**config.mk**
```make
export PLATFORM = sky130hd
export DESIGN_NAME = pmic_irq_charger_regs
export DESIGN_NICKNAME = d
export VERILOG_FILES = /design/src/design/pmic_regs_pkg.sv /design/src/design/pmic_irq_charger_regs.sv
export SDC_FILE = /design/constraint.sdc
export NUM_CORES = 1
export LEC_CHECK = 0
export ABC_AREA = 1
export BUFFER_PORTS_ARGS = -buffer_cell sky130_fd_sc_hd__buf_2
export CELL_PAD_IN_SITES_DETAIL_PLACEMENT = 0
export CELL_PAD_IN_SITES_GLOBAL_PLACEMENT = 2
export CORE_MARGIN = 3
export CORE_UTILIZATION = 31
export DETAILED_ROUTE_END_ITERATION = 8
export PLACE_DENSITY = 0.74
export SYNTH_ARGS = -nofsm -noshare
export SYNTH_HDL_FRONTEND = slang
export SYNTH_SLANG_ARGS = --single-unit
export TNS_END_PERCENT = 20
```
**constraint.sdc**
```tcl
create_clock -name CLK -period 2.1 [get_ports CLK]
set_clock_uncertainty 0.05 [all_clocks]
set_input_delay 0.315 -clock CLK [delete_from_list [all_inputs] [get_ports CLK]]
set_output_delay 0.315 -clock CLK [all_outputs]
set_load 0.03 [all_outputs]
```
**src/design/pmic_regs_pkg.sv**
```systemverilog
// Package with offsets, field limits, reset tables and carriers of the block.
package pmic_regs_pkg;

  // Clock rate and the indicator step rate (sixteen steps per second).
  localparam int CLK_HZ          = 250_000_000;
  localparam int IND_STEPS_PER_S = 16;
  localparam int IND_TICK_CYCLES = CLK_HZ / IND_STEPS_PER_S;

  // Offsets of the status and fixed registers.
  localparam logic [7:0] OFS_IRQ_STATUS_0 = 8'h48;
  localparam logic [7:0] OFS_IRQ_STATUS_1 = 8'h49;
  localparam logic [7:0] OFS_IRQ_STATUS_2 = 8'h4a;
  localparam logic [7:0] OFS_THERM_OVR_LO = 8'h5d;

  // Implemented status bits and the bits that system reset clears.
  localparam logic [7:0] ST0_MASK      = 8'h3f;
  localparam logic [7:0] ST2_MASK      = 8'hdf;
  localparam logic [7:0] ST0_SYS_MASK  = 8'h03;
  localparam logic [7:0] ST1_SYS_MASK  = 8'h0f;
  localparam logic [7:0] ST2_SYS_MASK  = 8'h40;
  localparam logic [7:0] THERM_OVR_LO_RESET = 8'h58;

  // Field limits; codes beyond them are reserved.
  localparam logic [3:0] PRE_MAX_CODE  = 4'h8;
  localparam logic [4:0] CC_MAX_CODE   = 5'h15;
  localparam logic [3:0] TERM_MAX_CODE = 4'h8;
  localparam logic [2:0] CV_MIN_CODE   = 3'h1;
  localparam logic [2:0] CV_MAX_CODE   = 3'h5;
  localparam logic [1:0] FALL_RSVD     = 2'h3;

  // Index of each read/write register in the tables below.
  localparam int I_TS_CTRL = 0;
  localparam int I_HYS_COLD = 1;
  localparam int I_HYS_HOT = 2;
  localparam int I_CHG_COLD = 3;
  localparam int I_CHG_HOT = 4;
  localparam int I_WORK_COLD = 5;
  localparam int I_WORK_HOT = 6;
  localparam int I_ZONE_EN = 7;
  localparam int I_ZONE_RED = 8;
  localparam int I_COOL = 9;
  localparam int I_WARM = 10;
  localparam int I_OVR_HIGH = 11;
  localparam int I_PRE = 12;
  localparam int I_CC = 13;
  localparam int I_TERM = 14;
  localparam int I_CV = 15;
  localparam int I_THERMAL = 16;
  localparam int I_TIMER = 17;
  localparam int I_BATDET = 18;
  localparam int I_IND = 19;
  localparam int I_COIN = 20;
  localparam int I_CONV = 21;
  localparam int I_SPREAD = 22;
  localparam int I_EN0 = 23;
  localparam int I_EN1 = 24;
  localparam int I_EN2 = 25;
  localparam int NUM_CFG = 26;

  // Offset, writable bits, reset value and system-reset bits per register.
  localparam logic [7:0] CFG_ADDR [NUM_CFG] = '{
    8'h50, 8'h52, 8'h53, 8'h54, 8'h55, 8'h56, 8'h57, 8'h58, 8'h59,
    8'h5a, 8'h5b, 8'h5c, 8'h61, 8'h62, 8'h63, 8'h64, 8'h65, 8'h67,
    8'h68, 8'h69, 8'h6a, 8'h80, 8'h81, 8'h40, 8'h41, 8'h42};
  localparam logic [7:0] CFG_MASK [NUM_CFG] = '{
    8'h1f, 8'hff, 8'hff, 8'hff, 8'hff, 8'hff, 8'hff, 8'h01, 8'h5f,
    8'hff, 8'hff, 8'h3f, 8'h0f, 8'h1f, 8'h1f, 8'h07, 8'h03, 8'hf7,
    8'h01, 8'h37, 8'h07, 8'h6f, 8'hff, 8'h3f, 8'hff, 8'hdf};
  localparam logic [7:0] CFG_RESET [NUM_CFG] = '{
    8'h02, 8'h02, 8'h01, 8'h29, 8'h58, 8'h3e, 8'h4c, 8'h00, 8'h14,
    8'h37, 8'h1e, 8'h02, 8'h05, 8'h04, 8'h15, 8'h03, 8'h02, 8'he6,
    8'h01, 8'h01, 8'h03, 8'h00, 8'h00, 8'h3f, 8'hfc, 8'h5f};
  localparam logic [7:0] CFG_SYSMASK [NUM_CFG] = '{
    8'h00, 8'h00, 8'h00, 8'h00, 8'h00, 8'h00, 8'h00, 8'h00, 8'h00,
    8'h00, 8'h00, 8'h00, 8'h00, 8'h00, 8'h10, 8'h00, 8'h03, 8'h00,
    8'h00, 8'h30, 8'h00, 8'h6f, 8'hfc, 8'h3f, 8'hff, 8'hdf};

  // Indicator pin function and thermistor bias gating modes.
  typedef enum logic [1:0] {
    IND_TYPE_A = 2'b00, IND_TYPE_B = 2'b01, IND_REG = 2'b10, IND_RSVD = 2'b11
  } ind_func_e;
  typedef enum logic [1:0] {
    BIAS_OFF = 2'b00, BIAS_CH_EN = 2'b01, BIAS_CONV = 2'b10, BIAS_ON = 2'b11
  } bias_mode_e;

  // Levels that arrive from the analog side and must be synchronised.
  typedef struct packed {
    logic vbus_present;
    logic bat_present;
    logic key_level;
    logic bat_ot_chg;
    logic bat_ut_chg;
    logic bat_ot_work;
    logic bat_ut_work;
    logic ldo_oc;
    logic die_ot;
    logic bat_ov;
    logic zone_warm;
    logic zone_cool;
  } pin_s;

  // One-cycle events from logic on the same clock.
  typedef struct packed {
    logic key_short;
    logic key_long;
    logic gauge_wdt;
    logic gauge_level;
    logic wdt_expire;
    logic timer_expire;
    logic chg_start;
    logic chg_done;
  } event_s;

  // Charger settings handed to the analog charger.
  typedef struct packed {
    logic [3:0] precharge;
    logic [4:0] cc_limit;
    logic       term_en;
    logic [3:0] term_current;
    logic [1:0] thermal_reg;
    logic [7:0] timer_ctrl;
    logic       bat_detect_en;
    logic [2:0] coin_voltage;
  } chg_s;

  // Thermistor thresholds, hysteresis and zone boundaries.
  typedef struct packed {
    logic [7:0] hys_cold;
    logic [7:0] hys_hot;
    logic [7:0] chg_cold;
    logic [7:0] chg_hot;
    logic [7:0] work_cold;
    logic [7:0] work_hot;
    logic [7:0] cool;
    logic [7:0] warm;
  } thr_s;

endpackage

```
**src/design/pmic_irq_charger_regs.sv**
```systemverilog
// Status flags, thermistor and charger settings of the power-management unit.
//
// Overview of operation
// RULE1: Supply insert/remove flags set, cross-cleared, write-one-clear.
// RULE2: Battery insert/remove flags behave the same way.
// RULE3: Key flags clear by write or system reset.
// RULE4: Temperature flags auto-clear when temperature normal.
// RULE5: Charge start/done cross-clear; fault flags auto-clear.
// RULE6: Thermistor function select gates charging or not.
// RULE7: Bias current gating: off, channel, converting, on.
// RULE8: Bias magnitude code, default 50 microamps.
// RULE9: Cold and hot hysteresis registers stored.
// RULE10: Charge and work cold/hot thresholds stored.
// RULE11: Zone enable plus cool and warm boundaries.
// RULE12: Zone current halving and voltage step reduction.
// RULE13: Host thermistor value used when channel off; here only bits 13:8 come from the host, bits 7:0 are fixed.
// RULE14: Precharge current code, reserved codes refused.
// RULE15: Constant current code, reserved codes refused.
// RULE16: Termination enable and current, with defaults.
// RULE17: Charge voltage code, reserved codes refused.
// RULE18: Thermal regulation threshold, system reset default.
// RULE19: Safety timer slowing, lengths and enables.
// RULE20: Indicator pin modes with 1 Hz/4 Hz blink.
// RULE21: Coin-cell voltage and battery detect enable.
// RULE22: Converter enables, ramp, spread, forced PWM.
// RULE23: Zero writes and reserved bits change nothing.
// RULE24: Enabled status flags drive the interrupt output.
`timescale 1ns/1ps
module pmic_irq_charger_regs #(
  parameter int TICK_CYCLES = pmic_regs_pkg::IND_TICK_CYCLES
) (
  input  wire logic                 CLK,
  input  wire logic                 RESET_N,
  input  wire logic                 SYS_RESET_N,
  input  wire logic                 REG_WR,
  input  wire logic                 REG_RD,
  input  wire logic [7:0]           REG_ADDR,
  input  wire logic [7:0]           REG_WDATA,
  output logic      [7:0]           REG_RDATA,
  output logic                      REG_RVALID,
  input  wire pmic_regs_pkg::pin_s   PINS,
  input  wire pmic_regs_pkg::event_s EVENTS,
  input  wire logic                 THERM_CHANNEL_ON,
  input  wire logic                 TS_CONVERTING,
  input  wire logic [13:0]          TS_ADC,
  input  wire logic                 CHARGING,
  output logic                      IRQ,
  output logic      [13:0]          THERM_READING,
  output logic                      TS_BIAS_ON,
  output logic      [1:0]           TS_BIAS_SEL,
  output logic                      CHARGE_ALLOWED,
  output logic                      CHG_CURRENT_HALF,
  output logic      [2:0]           CHG_VOLT_CODE,
  output pmic_regs_pkg::chg_s        CHG_CFG,
  output pmic_regs_pkg::thr_s        THR_CFG,
  output logic      [7:0]           CONV_CTRL,
  output logic      [7:0]           CONV_SPREAD,
  output logic                      CHG_IND_O,
  output logic                      CHG_IND_OE
);
  import pmic_regs_pkg::*;

  ////////////////////////////////////////////////////////////////////////////
  // Synchronisers and edge detection of the analog levels.

  pin_s       sync1;
  pin_s       sync2;
  pin_s       prev;
  pin_s       rise;
  pin_s       fall;

  // Only the second stage and the previous copy feed any logic.
  always_ff @(posedge CLK) begin
    if (!RESET_N) begin
      sync1 <= '0;
      sync2 <= '0;
      prev  <= '0;
    end else begin
      sync1 <= PINS;
      sync2 <= sync1;
      prev  <= sync2;
    end
  end

  assign rise = sync2 & ~prev;
  assign fall = ~sync2 & prev;

  ////////////////////////////////////////////////////////////////////////////
  // Interrupt status registers.

  logic [7:0] st0;
  logic [7:0] st1;
  logic [7:0] st2;
  logic [7:0] w1c0;
  logic [7:0] w1c1;
  logic [7:0] w1c2;
  logic [7:0] set0;
  logic [7:0] set1;
  logic [7:0] set2;
  logic [7:0] auto0;
  logic [7:0] auto1;
  logic [7:0] auto2;

  // A zero bit in the write data leaves its flag untouched. [RULE23]
  assign w1c0 = (REG_WR && REG_ADDR == OFS_IRQ_STATUS_0) ? REG_WDATA : '0;
  assign w1c1 = (REG_WR && REG_ADDR == OFS_IRQ_STATUS_1) ? REG_WDATA : '0;
  assign w1c2 = (REG_WR && REG_ADDR == OFS_IRQ_STATUS_2) ? REG_WDATA : '0;

  // Gauge events and temperature excursions; work-mode pair is bits 1:0.
  assign set0 = {2'b00, EVENTS.gauge_wdt, EVENTS.gauge_level,
                 rise.bat_ot_chg, rise.bat_ut_chg,
                 rise.bat_ot_work, rise.bat_ut_work}; // [RULE3] [RULE4]
  assign auto0 = {4'h0, ~sync2.bat_ot_chg, ~sync2.bat_ut_chg,
                  ~sync2.bat_ot_work, ~sync2.bat_ut_work}; // [RULE4]

  // Insert and remove flags clear each other. [RULE1] [RULE2]
  assign set1 = {rise.vbus_present, fall.vbus_present,
                 rise.bat_present, fall.bat_present,
                 EVENTS.key_short, EVENTS.key_long,
                 fall.key_level, rise.key_level}; // [RULE3]
  assign auto1 = {fall.vbus_present, rise.vbus_present,
                  fall.bat_present, rise.bat_present, 4'h0}; // [RULE1] [RULE2]

  // Charge start and done clear each other, faults clear on return.
  assign set2 = {EVENTS.wdt_expire, rise.ldo_oc, 1'b0, EVENTS.chg_done,
                 EVENTS.chg_start, rise.die_ot, EVENTS.timer_expire,
                 rise.bat_ov}; // [RULE5]
  assign auto2 = {1'b0, ~sync2.ldo_oc, 1'b0, EVENTS.chg_start,
                  EVENTS.chg_done, ~sync2.die_ot, 1'b0,
                  ~sync2.bat_ov}; // [RULE5]

  // A new event wins over a write or auto clear in the same cycle; events during system reset are dropped.
  always_ff @(posedge CLK) begin
    if (!RESET_N) begin
      st0 <= '0;
      st1 <= '0;
      st2 <= '0;
    end else if (!SYS_RESET_N) begin
      st0 <= st0 & ~ST0_SYS_MASK; // [RULE4]
      st1 <= st1 & ~ST1_SYS_MASK; // [RULE3]
      st2 <= st2 & ~ST2_SYS_MASK;
    end else begin
      st0 <= ((st0 & ~(w1c0 | auto0)) | set0) & ST0_MASK; // [RULE23]
      st1 <= (st1 & ~(w1c1 | auto1)) | set1; // [RULE1] [RULE2] [RULE3]
      st2 <= ((st2 & ~(w1c2 | auto2)) | set2) & ST2_MASK; // [RULE5]
    end
  end

  ////////////////////////////////////////////////////////////////////////////
  // Read/write configuration registers.

  logic [7:0] cfg [NUM_CFG];

  // Reserved codes are refused whole, keeping the previous setting.
  function automatic logic legal_write(input int idx, input logic [7:0] d);
    logic ok;
    ok = 1'b1;
    unique case (idx)
      I_PRE:      ok = d[3:0] <= PRE_MAX_CODE;            // [RULE14]
      I_CC:       ok = d[4:0] <= CC_MAX_CODE;             // [RULE15]
      I_TERM:     ok = d[3:0] <= TERM_MAX_CODE;           // [RULE16]
      I_CV:       ok = d[2:0] >= CV_MIN_CODE &&
                       d[2:0] <= CV_MAX_CODE;             // [RULE17]
      I_ZONE_RED: ok = d[3:2] != FALL_RSVD &&
                       d[1:0] != FALL_RSVD;               // [RULE12]
      I_IND:      ok = d[2:1] != IND_RSVD;                // [RULE20]
      default:    ok = 1'b1;
    endcase
    return ok;
  endfunction

  // One flop group per register; system reset restores only its own bits.
  for (genvar i = 0; i < NUM_CFG; i++) begin : g_cfg
    always_ff @(posedge CLK) begin
      if (!RESET_N) begin
        cfg[i] <= CFG_RESET[i];
      end else if (!SYS_RESET_N) begin
        cfg[i] <= (cfg[i] & ~CFG_SYSMASK[i]) |
                  (CFG_RESET[i] & CFG_SYSMASK[i]); // [RULE16] [RULE18]
      end else if (REG_WR && REG_ADDR == CFG_ADDR[i] &&
                   legal_write(i, REG_WDATA)) begin
        cfg[i] <= (cfg[i] & ~CFG_MASK[i]) |
                  (REG_WDATA & CFG_MASK[i]); // [RULE23]
      end
    end
  end

  ////////////////////////////////////////////////////////////////////////////
  // Read path; unmapped offsets read as zero.

  logic [7:0] rd_mux;

  always_comb begin
    rd_mux = '0;
    unique case (REG_ADDR)
      OFS_IRQ_STATUS_0: rd_mux = st0;
      OFS_IRQ_STATUS_1: rd_mux = st1;
      OFS_IRQ_STATUS_2: rd_mux = st2;
      OFS_THERM_OVR_LO: rd_mux = THERM_OVR_LO_RESET;
      default: begin
        for (int k = 0; k < NUM_CFG; k++) begin
          if (REG_ADDR == CFG_ADDR[k]) begin
            rd_mux = cfg[k];
          end
        end
      end
    endcase
  end

  // Read data appears one cycle after the request.
  always_ff @(posedge CLK) begin
    if (!RESET_N) begin
      REG_RDATA  <= '0;
      REG_RVALID <= 1'b0;
    end else begin
      REG_RDATA  <= REG_RD ? rd_mux : 8'h00;
      REG_RVALID <= REG_RD;
    end
  end

  ////////////////////////////////////////////////////////////////////////////
  // Interrupt line from enabled flags.

  // Registered so the output comes straight from a flop.
  always_ff @(posedge CLK) begin
    if (!RESET_N) begin
      IRQ <= 1'b0;
    end else begin
      IRQ <= |(st0 & cfg[I_EN0]) | |(st1 & cfg[I_EN1]) |
             |(st2 & cfg[I_EN2]); // [RULE24]
    end
  end

  ////////////////////////////////////////////////////////////////////////////
  // Thermistor input, bias current and charge gating.

  bias_mode_e bias_mode;
  logic [1:0] fall_steps;
  logic [2:0] cv_set;

  assign bias_mode = bias_mode_e'(cfg[I_TS_CTRL][3:2]);
  assign cv_set    = cfg[I_CV][2:0];

  // Reading, bias gate and charge permission follow the settings.
  always_ff @(posedge CLK) begin
    if (!RESET_N) begin
      THERM_READING  <= '0;
      TS_BIAS_ON     <= 1'b0;
      TS_BIAS_SEL    <= '0;
      CHARGE_ALLOWED <= 1'b0;
    end else begin
      THERM_READING <= THERM_CHANNEL_ON ? TS_ADC :
                       {cfg[I_OVR_HIGH][5:0], THERM_OVR_LO_RESET}; // [RULE13]
      unique case (bias_mode)
        BIAS_OFF:   TS_BIAS_ON <= 1'b0;                         // [RULE7]
        BIAS_CH_EN: TS_BIAS_ON <= THERM_CHANNEL_ON;
        BIAS_CONV:  TS_BIAS_ON <= THERM_CHANNEL_ON & TS_CONVERTING;
        BIAS_ON:    TS_BIAS_ON <= 1'b1;
      endcase
      TS_BIAS_SEL <= cfg[I_TS_CTRL][1:0]; // [RULE8]
      // A fixed external input never holds the charger off.
      CHARGE_ALLOWED <= cfg[I_TS_CTRL][4] |
                        ~(sync2.bat_ot_chg | sync2.bat_ut_chg); // [RULE6]
    end
  end

  // Zone reduction applies only with zone charging enabled.
  always_comb begin
    fall_steps = 2'b00;
    if (cfg[I_ZONE_EN][0] && sync2.zone_warm) begin
      fall_steps = cfg[I_ZONE_RED][3:2];
    end else if (cfg[I_ZONE_EN][0] && sync2.zone_cool) begin
      fall_steps = cfg[I_ZONE_RED][1:0];
    end
  end

  // The reduced voltage code never drops below the lowest legal code.
  always_ff @(posedge CLK) begin
    if (!RESET_N) begin
      CHG_CURRENT_HALF <= 1'b0;
      CHG_VOLT_CODE    <= '0;
    end else begin
      CHG_CURRENT_HALF <= cfg[I_ZONE_EN][0] &
                          ((sync2.zone_warm & cfg[I_ZONE_RED][6]) |
                           (~sync2.zone_warm & sync2.zone_cool &
                            cfg[I_ZONE_RED][4])); // [RULE11] [RULE12]
      if (cv_set >= CV_MIN_CODE + 3'(fall_steps)) begin
        CHG_VOLT_CODE <= cv_set - 3'(fall_steps); // [RULE12]
      end else begin
        CHG_VOLT_CODE <= CV_MIN_CODE;
      end
    end
  end

  ////////////////////////////////////////////////////////////////////////////
  // Settings forwarded to the analog side.

  // Straight register copies; the analog circuits scale the codes.
  assign CHG_CFG.precharge     = cfg[I_PRE][3:0];     // [RULE14]
  assign CHG_CFG.cc_limit      = cfg[I_CC][4:0];      // [RULE15]
  assign CHG_CFG.term_en       = cfg[I_TERM][4];      // [RULE16]
  assign CHG_CFG.term_current  = cfg[I_TERM][3:0];
  assign CHG_CFG.thermal_reg   = cfg[I_THERMAL][1:0]; // [RULE18]
  assign CHG_CFG.timer_ctrl    = cfg[I_TIMER];        // [RULE19]
  assign CHG_CFG.bat_detect_en = cfg[I_BATDET][0];    // [RULE21]
  assign CHG_CFG.coin_voltage  = cfg[I_COIN][2:0];    // [RULE21]
  assign THR_CFG = {cfg[I_HYS_COLD], cfg[I_HYS_HOT],
                    cfg[I_CHG_COLD], cfg[I_CHG_HOT],
                    cfg[I_WORK_COLD], cfg[I_WORK_HOT],
                    cfg[I_COOL], cfg[I_WARM]}; // [RULE9] [RULE10] [RULE11]
  assign CONV_CTRL   = cfg[I_CONV];   // [RULE22]
  assign CONV_SPREAD = cfg[I_SPREAD]; // [RULE22]

  ////////////////////////////////////////////////////////////////////////////
  // Charge indicator pin.

  logic [23:0] tick_cnt;
  logic        tick;
  logic [3:0]  phase;
  logic        low_1hz;
  logic        low_4hz;
  ind_func_e   ind_func;

  // Sixteen ticks per second give both blink rates at 25% duty.
  always_ff @(posedge CLK) begin
    if (!RESET_N) begin
      tick_cnt <= '0;
      tick     <= 1'b0;
      phase    <= '0;
    end else begin
      tick <= (tick_cnt == 24'(TICK_CYCLES - 1));
      if (tick_cnt == 24'(TICK_CYCLES - 1)) begin
        tick_cnt <= '0;
      end else begin
        tick_cnt <= tick_cnt + 24'h000001;
      end
      if (tick) begin
        phase <= phase + 4'h1;
      end
    end
  end

  assign low_1hz  = (phase[3:2] == 2'b00);
  assign low_4hz  = (phase[1:0] == 2'b00);
  assign ind_func = ind_func_e'(cfg[I_IND][2:1]);

  // Open drain: the pin only ever pulls low, so the data is a constant.
  always_ff @(posedge CLK) begin
    if (!RESET_N) begin
      CHG_IND_O  <= 1'b0;
      CHG_IND_OE <= 1'b0;
    end else begin
      CHG_IND_O <= 1'b0;
      if (!cfg[I_IND][0]) begin
        CHG_IND_OE <= 1'b0; // [RULE20]
      end else begin
        unique case (ind_func)
          IND_TYPE_A: CHG_IND_OE <= CHARGING;
          IND_TYPE_B: CHG_IND_OE <= CHARGING & low_1hz;
          IND_REG: begin
            unique case (cfg[I_IND][5:4])
              2'b00: CHG_IND_OE <= 1'b0; // [RULE20]
              2'b01: CHG_IND_OE <= low_1hz;
              2'b10: CHG_IND_OE <= low_4hz;
              2'b11: CHG_IND_OE <= 1'b1;
            endcase
          end
          IND_RSVD:   CHG_IND_OE <= 1'b0;
        endcase
      end
    end
  end
endmodule // pmic_irq_charger_regs

```
==> results.md, run 1 <==
* Sw frac at roughly 25%
* Mapped Area at about 0.013 mm2
* Hold Vio Cnt, Final at 0
* Post-route minimum period at approximately 2.2 ns
* Post-synth EDFFs at roughly 160
* Outcome: complete, but fails checks
* Clock latency on the worst-skew pair at around 0.53 ns
* Maxcap violations at 0
* DRT Pass-1 Iters at 5
* Largest cells by area after synthesis: edfxtp_1 37%, dfxtp_1 18%, nand2_1 10%, buf_4 6.4%, nor2_1 5.7%
* TritonCTS Buffers at 34
* HP Start: EVENTS[1]
* Part of the power in combinational logic at 9.0%
* Final WL at 43200 um
* Final setup fails at 5
* Leakage at around 7.3 nW
* Cell with the most instances after synthesis: nand2_1
* RSZ-0062 raised after global routing: true
* Pwr Total at roughly 13 mW
* Sequential cell fraction of total power at between 40% and 50%
* Min-Delay Endpoint: st2[3]
* Worst hold slack at approximately 0.07 ns
* Worst reg-to-reg setup slack at -0.06 ns
* First-pass GRT wire length at ~65000 um
* Clock Power Share at about 45%
* Clk slew on worst S/H paths at around 0.06 ns
* FF-to-FF End: CHG_VOLT_CODE[2]
* Floorplan Core Area at between 0.04 and 0.05 mm2
* Synth top cells by count: 342 x nand2_1, 196 x nor2_1, 174 x inv_1
* Post-synth ARST share at 0%
* P per Cell Area at 795 mW/mm2
* Via density at around 4.7
* Number of global-route vias before repair at about 11000
* Die area at ~0.044 mm2
* Residual DRC at 0
* Maximum VDD drop at approximately 0.48 mV
* Hpwl dp at between 30000 and 40000 um
* FF-to-FF Start: cfg[0][56]
* Largest net degree at the start of global routing at between 80 and 90
* Worst Path Required at roughly 2.5 ns
* Gpl congestion at ~0.89
* Clk buf depth at 3
* Crit. End Element: flop
* Syn Inst Count at approximately 1500
* WP data arrival at roughly 2.5 ns
* Row count at 73
* CTS tree: built
* Slew Viols, Final at 0
* Num ports at 200
* Ant diodes at 0
* Count of input and output buffers at between 150 and 200
* Grt ovf at 0
* Via count at around 11000
* Failing checks: negative setup slack
* Synth Flop Type: edfxtp_1
* Net Sw Power at around 3.3 mW
* Pre-CTS setup slack at -0.756 ns
* Ys Warns at 0
* Min-Delay Path Depth at 3
* Achievable Freq at 463 MHz
* H-tree depth at 2
* Post-Syn Area per Cell at just under 9 um2
* Register bit total from synthesis at between 200 and 300
* Hold Crit Class: in2reg
* Initial Util at 31.8%
* Cell Int Power at between 9 and 10 mW
* Final period utilization at 103%
* R2R depth at 10
* Clock Sinks at 276
* Fin nets at ~1800
* Share of the synthesized area in the top cell type at between 30% and 40%
* Detailed Route Iter0 Violations at about 750
* CP Launch Type: flop
* Final ANT Viol Nets at 0
* Post-synth top area cell: edfxtp_1
* Highest net fanout along the worst path at 4
* Critical path type: reg2reg
* Total track usage at between 10% and 20%
* Worst setup margin at -0.0582 ns
* Die height at 210 um
* Synth cell types at between 50 and 60
* Area Growth Syn to Fin at 29.9%
* Finished Core Util at 41.3%
* FILL cells at 4115
* Share of cells above drive strength 1 at 29.6%
* Die W at approximately 210 um
* Sequential area share after synthesis at 55.4%
* Root buffer cell: clkbuf_16
* Wirelength per Cell at around 19 um
* Initial antenna violation count at 0
cells by family (layout without fill, tap and decap cells):
kind of cell	count (synthesis)	in the layout	share of synthesized area (%)
and+or+nand+nor	682	682	23.0
buffers and inverters	337	679	13.1
DFF	276	276	55.4
AOI/OAI and AO/OA	155	155	7.39
adders and majority gates	9	9	0.935
xor gates and xnor gates	2	2	0.136
other	1	4	0.0292
per-stage QoR:
step / area (um2) / setup TNS [ns] / std cells
after CTS: 16600 / -0.148 / 2328
after global placement: 15000 / -20.53 / 2232
final: 16700 / -0.0969 / 2332
after detailed placement: 15000 / -21.90 / 2232
after global routing: 16700 / -1.64 / 2332
after floorplan: 12900 / -0.00940 / 1465
layer usage:
layer	wire length [um]	vias up	part of all wire, %	GRT usage (%)
li1	-	5277	-	-
met1	20600	5172	48	28.2
met2	18800	368	44	29.5
met3	2730	61	6.3	3.36
met4	1090	0	2.5	5.75
met5	0	-	0	0
cell type report:
type	count	area, um2	share of cell area [%]
flip-flops and latches	276	7120	42.7
multi-input cells	852	4220	25.3
repair buffers	424	2830	17.0
clock buffers	51	976	5.85
inverters	193	727	4.35
well taps	525	657	3.93
clock inverters	11	158	0.944
flip-flops by register name (all words and copies together), names as in the netlist, 2 cells and up:
register	cells
TS_BIAS_SEL	2
st1	8
prev	10
phase	4
tick_cnt	24
sync2	12
cfg	159
sync1	12
REG_RDATA	8
st0	6
CHG_VOLT_CODE	3
st2	7
THERM_READING	14
critical path: stages, from the launching register on:
cell and delay [ns]:
edfxtp_1 0.44, nand2_1 0.09, inv_1 0.05, a32oi_2 0.21, inv_1 0.09, buf_4 0.14, ha_1 0.20, fa_1 0.41
xnor2_1 0.16, nor2_1 0.08, buf_4 0.14
power by group through the flow:
stage,logic [mW],registers (mW),clock network [mW]
after floorplan,0.712,6.21,0
after global placement,1.14,6.25,0
after detailed placement,1.15,6.24,0
after CTS,1.20,6.13,6.11
after global routing,1.29,6.16,6.32
final,1.20,6.14,5.94
worst max path at each step:
| stage | to | from | slack (ns) | cells after the start |
|---|---|---|---|---|
| after floorplan | tick_cnt[20] | tick_cnt[0] | -0.009 | 16 |
| after detailed placement | REG_RDATA[7] | REG_ADDR[7] | -0.76 | 18 |
| after global placement | REG_RDATA[7] | REG_ADDR[7] | -0.72 | 18 |
| after CTS | CHG_VOLT_CODE[2] | cfg[0][56] | -0.06 | 10 |
| final | CHG_VOLT_CODE[2] | cfg[0][56] | -0.06 | 10 |
| after global routing | tick_cnt[19] | tick_cnt[3] | -0.20 | 14 |
what timing repair did:
action,CTS,global route
resized for setup,10,29
endpoints found under the setup margin,8,19
pin swaps,1,8
buffers inserted,0,4
hold buffers,34,0
endpoints found under the hold margin,34,0
layout by cell type, fill, tap and decap left out, types with 5 or more instances in the layout:
| cell type | n |
|---|---|
| dfxtp_1 | 114 |
| a21oi_1 | 55 |
| a221oi_1 | 7 |
| nor2_2 | 17 |
| o21ai_1 | 6 |
| clkinv_1 | 5 |
| edfxtp_1 | 159 |
| nor3_1 | 15 |
| clkbuf_16 | 35 |
| nand3_1 | 35 |
| o22ai_1 | 6 |
| clkbuf_1 | 12 |
| nand4_1 | 29 |
| nand3_2 | 7 |
| or2_2 | 11 |
| nor2_1 | 191 |
| ha_1 | 7 |
| o21ai_0 | 32 |
| inv_2 | 12 |
| buf_4 | 190 |
| nor2_4 | 7 |
| nand2_2 | 9 |
| dlygate4sd3_1 | 34 |
| nand2_1 | 337 |
| buf_2 | 195 |
| inv_1 | 174 |
(Power assumes the default switching activity.)
==> run 2: changes to the inputs <==
GPL_TIMING_DRIVEN = 0   (was default)
==> run 2 against run 1 <==
Compared with the run above: the flow still finishes with violations (negative setup slack); critical path depth increased by 6; global-route usage up 0.47 points; core utilization increased by 0.31 points; clock-buffer cell count decreased by 3; sequential power about the same; total power decreased by 0.35%; largest cell class unchanged; largest power group unchanged.
==> results.md, run 2 (synthesis results as in run 1) <==
* Total track usage at 19.8%
* Residual DRC at 0
* Post-route minimum period at around 2.2 ns
* Share of cells above drive strength 1 at between 30 and 40%
* Final ANT Viol Nets at 0
* RSZ-0062 raised after global routing: true
* Clock latency on the worst-skew pair at around 0.53 ns
* Maximum VDD drop at 0.493 mV
* Die W at around 210 um
* Root buffer cell: clkbuf_16
* TritonCTS Buffers at 34
* Commonest non-fill, non-tap cells in the layout: 312 x nand2_1, 194 x buf_2, 177 x nor2_1
* Hold Vio Cnt, Final at 0
* Hold Crit Class: in2reg
* Worst-path cell chain: ha_4, nand2_4, nor2_4, inv_2, nor2_4, nand2_2, inv_2, nand3_4, nor2_4, inv_2, nor2_4, nand4_4, nor2_4, nand3_4, o21ai_2, nor3b_2
* P per Cell Area at about 790 mW/mm2
* Die area at between 0.04 and 0.05 mm2
* Wirelength per Cell at 19.6 um
* Critical path buffers and inverters at 3
* Leakage at between 7 and 8 nW
* Final period utilization at 104%
* Maxcap violations at 0
* Cell repeated most along the worst path: nor2_4
* Pwr Total at between 10 and 15 mW
* Top cell family by delay on the critical path: simple AND/OR/NAND/NOR gates
* Worst path max stage delay at approximately 0.35 ns
* Floorplan Core Area at a little over 0.04 mm2
* Via count at around 11000
* Worst hold slack at approximately 0.060 ns
* Die height at roughly 210 um
* Worst Path Required at around 2.5 ns
* DRT Pass-1 Iters at 5
* CP Launch Type: flop
* Least-Margin Pin Slew at about 1.1 ns
* Final WL at roughly 45000 um
* Outcome: complete, but fails checks
* Clk buf depth at 3
* Failing checks: negative setup slack
* Gpl congestion at 0.881
* Initial Util at a little under a third
* Num ports at 200
* Commonest non-fill, non-tap cell in the layout: nand2_1
* Achievable Freq at 458 MHz
* Clock Sinks at between 200 and 300
* Detailed Route Iter0 Violations at between 600 and 700
* Row count at 73
* Hpwl dp at around 34000 um
* Grt ovf at 0
* Final setup fails at 10
* First-pass GRT wire length at 65300 um
* WP data arrival at about 2.6 ns
* Count of input and output buffers at between 150 and 200
* Largest net degree at the start of global routing at 13
* Fin nets at 1832
* Top reg by flops: cfg
* Slowest cell on crit path: dfxtp_2
* Critical path type: reg2reg
* Number of global-route vias before repair at 10400
* Via density at about 4.7
* Slew Viols, Final at 0
* Top flop regs: cfg: 159 flops, tick_cnt: 24 flops, THERM_READING: 14 flops
* Initial antenna violation count at 0
* Largest register FFs at ~160
* Worst setup margin at -0.0836 ns
* CTS tree: built
* Area Growth Syn to Fin at 30.8%
* H-tree depth at 2
* FILL cells at ~4200
* Crit. End Element: flop
* Clk slew on worst S/H paths at roughly 0.06 ns
* Slew headroom at 24.3%
* Highest net fanout along the worst path at 4
==> run 2: cell types whose count changed in the layout (fill, tap and decap cells not counted), moves of 8 or more <==
cell	delta
nor2_4	+13
buf_4	-41
nand2_2	+19
nor2_1	-14
nand2_1	-25
a21oi_1	-8
nand3_1	-9
clkbuf_1	+19
==> run 2: worst paths after layout <==
check                       to   startpoint  cells after the start  slack (ns)
max               tick_cnt[20]  tick_cnt[1]                     16       -0.08
min          THERM_READING[10]   TS_ADC[10]                      3        0.06
max reg2reg       tick_cnt[20]  tick_cnt[1]                     16       -0.08
min reg2reg             st2[6]      prev[4]                      1        0.35
==> run 2: layer usage <==
metal | GRT usage, % | part of all wire, %
met3 | 3.48 | 6.4
met2 | 31.8 | 46
met4 | 6.19 | 2.6
met1 | 27.4 | 45
met5 | 0 | 0
==> run 2: cell type report <==
cell class | instances | area [um2] | area share (%)
antenna | 1 | 2.50 | 0.0149
buffer | 144 | 986 | 5.86
clock buffer | 48 | 975 | 5.80
clock inverter | 11 | 109 | 0.647
inverter | 193 | 732 | 4.35
multi-input combinational | 852 | 4650 | 27.6
sequential | 276 | 7130 | 42.4
tap | 525 | 657 | 3.91
timing repair buffer | 264 | 1580 | 9.42
==> run 2: where the power goes <==
part           total (mW)  internal [mW]  switching [mW]
registers            6.12           5.95           0.174
clock network        5.76           3.48            2.28
logic                1.34          0.453           0.890
==> run 2: timing repair <==
action	in CTS	in global routing
setup endpoints to repair	335	136
gates cloned	0	0
hold buffers	31	0
hold endpoints to repair	31	0
gates resized for setup	52	117
buffers inserted	0	40
pin swaps	2	56
==> run 2: stage by stage <==
stage               worst slack [ns]  instance area (um2)  util, %  cells  TNS (ns)
finish                       -0.0836                16800     41.7   2314    -0.482
global route                  -0.269                16800     41.7   2313     -4.19
CTS                           -0.162                16100     39.8   2273     -1.45
detailed placement             -1.46                14500     35.9   2183   -304.56
global placement               -1.48                14500     35.9   2183   -321.64
floorplan                   -0.00940                12900        -   1465  -0.00940
==> run 2: worst register-to-register path, stage by stage (launching register included) <==
cell and delay, ns:
dfxtp_2 0.35, ha_4 0.15, nand2_4 0.06, nor2_4 0.09, inv_2 0.05, nor2_4 0.12, nand2_2 0.07, inv_2 0.08
nand3_4 0.08, nor2_4 0.12, inv_2 0.05, nor2_4 0.14, nand4_4 0.12, nor2_4 0.18, nand3_4 0.10, o21ai_2 0.14
nor3b_2 0.16
==> run 3: changes to the inputs <==
RECOVER_POWER = 25   (was default)
==> run 3 against run 2 <==
Compared with the run above: the run still ends with negative setup slack left; sequential power barely moved; total power barely moved; sequential cell count did not move; via count fell by 0.14%; critical path depth fell by 10; design area fell by 0.34%; final cell count did not move; register-to-register slack barely moved; global-route usage did not move; critical path type is now in2reg; largest power group unchanged.
==> results.md, run 3 (synthesis results as in run 1) <==
* Count of input and output buffers at 193
* Clk buf depth at 3
* DRT Pass-1 Iters at 5
* Num ports at 200
* Failing checks: negative setup slack
* TritonCTS Buffers at 34
* Maxcap violations at 0
* Clock latency on the worst-skew pair at 0.53 ns
* Total track usage at between 10% and 20%
* Root buffer cell: clkbuf_16
* Leakage at a little over 7 nW
* Row count at 73
* CTS tree: built
* Finished Core Util at between 40% and 50%
* Maximum VDD drop at ~0.49 mV
* Commonest non-fill, non-tap cells in the layout: 312 x nand2_1, 178 x nor2_1, 168 x inv_1
* Hpwl dp at 34200 um
* Final ANT Viol Nets at 0
* P per Cell Area at 789 mW/mm2
* Slew headroom at between 20% and 30%
* Worst setup margin at -0.117 ns
* Grt ovf at 0
* Detailed Route Iter0 Violations at approximately 740
* Clock Sinks at ~280
* Commonest non-fill, non-tap cell in the layout: nand2_1
* Critical path type: in2reg
* CP Launch Type: primary input
* Largest register FFs at 159
* Post-route minimum period at around 2.2 ns
* FILL cells at 4243
* Share of cells above drive strength 1 at 29.6%
* Area Growth Syn to Fin at 30.4%
* Die W at roughly 210 um
* Final period utilization at 106%
* WP data arrival at approximately 2.4 ns
* Fin nets at about 1800
* Hold Vio Cnt, Final at 0
* Highest net fanout along the worst path at 10
* Worst path max stage delay at 0.57 ns
* Largest net degree at the start of global routing at 13
* Clk slew on worst S/H paths at roughly 0.050 ns
* Gpl congestion at 0.881
* Initial Util at 31.8%
* Residual DRC at 0
* Die height at 210 um
* Pwr Total at 13.2 mW
* Top cell family by delay on the critical path: simple AND/OR/NAND/NOR gates
* First-pass GRT wire length at between 60000 and 70000 um
* Initial antenna violation count at 0
* Critical path buffers and inverters at 2
* Floorplan Core Area at between 0.04 and 0.05 mm2
* Worst-path cell chain: buf_2, nand2_4, nor2_4, clkbuf_1, nand2_1, nand3_1
* Outcome: complete, but fails checks
* Least-Margin Pin Slew at between 1 and 1.5 ns
* H-tree depth at 2
* Final WL at 45500 um
* Top flop regs: cfg: 159 flops, tick_cnt: 24 flops, THERM_READING: 14 flops
* Achievable Freq at around 450 MHz
* Wirelength per Cell at just under 20 um
* Worst Path Required at between 2 and 2.5 ns
* Top reg by flops: cfg
* Via density at between 4 and 5
* Slew Viols, Final at 0
* Die area at between 0.04 and 0.05 mm2
* Crit. End Element: flop
* Number of global-route vias before repair at 10400
* Hold Crit Class: in2reg
* RSZ-0062 raised after global routing: true
* Via count at about 11000
* Slowest cell on crit path: clkbuf_1
* Final setup fails at 95
## run 3: area by class of cell
cell class | count | area [um2] | share of cell area (%)
multi-input combinational | 852 | 4640 | 27.7
clock inverter | 11 | 109 | 0.649
inverter | 193 | 732 | 4.37
tap | 525 | 657 | 3.92
timing repair buffer | 264 | 1540 | 9.16
buffer | 144 | 980 | 5.85
sequential | 276 | 7130 | 42.5
clock buffer | 48 | 975 | 5.82
antenna | 1 | 2.50 | 0.0149
## run 3: worst paths after layout
path,from,end,slack [ns],cells past startpoint
worst max-delay path,SYS_RESET_N,cfg[1][51],-0.12,6
worst min-delay path,TS_ADC[10],THERM_READING[10],0.05,3
worst max register to register,tick_cnt[1],tick_cnt[20],-0.08,16
worst min register to register,prev[4],st2[6],0.35,1
## run 3: worst reg2reg max path, delay by kind of cell, from the launching register on
kind | cells | cell delay [ns]
AOI/OAI and AO/OA | 1 | 0.14
buffers and inverters | 3 | 0.18
DFF | 1 | 0.35
adders and majority gates | 1 | 0.15
and+or+nand+nor | 11 | 1.24
## run 3: through the flow
stage	cells	setup WS (ns)	cell area, um2	TNS, ns	hold WS, ns
floorplan	1465	-0.00940	12900	-0.00940	0.335
global placement	2183	-1.48	14500	-321.64	0.340
detailed placement	2183	-1.46	14500	-304.56	0.342
CTS	2273	-0.162	16100	-1.45	0.0374
global route	2313	-0.269	16800	-20.22	0.0625
finish	2314	-0.117	16800	-5.99	0.0529
## run 3: report_power, final
| part | internal [mW] | switching (mW) |
|---|---|---|
| clock network | 3.48 | 2.30 |
| logic | 0.442 | 0.891 |
| registers | 5.95 | 0.175 |
## run 3: metal layers
metal | share of wire (%) | global-route usage [%] | vias up
met5 | 0 | 0 | -
li1 | - | - | 5248
met3 | 6.0 | 3.48 | 73
met1 | 45 | 27.4 | 5163
met4 | 2.6 | 6.19 | 0
met2 | 46 | 31.8 | 343
## run 3: timing repair
item,4_1_cts,5_1_grt
gates cloned,0,0
hold buffers,31,0
setup buffers,0,40
gates resized for setup,52,117
endpoints found under the hold margin,31,0
setup endpoints to repair,335,136
pin swaps,2,56
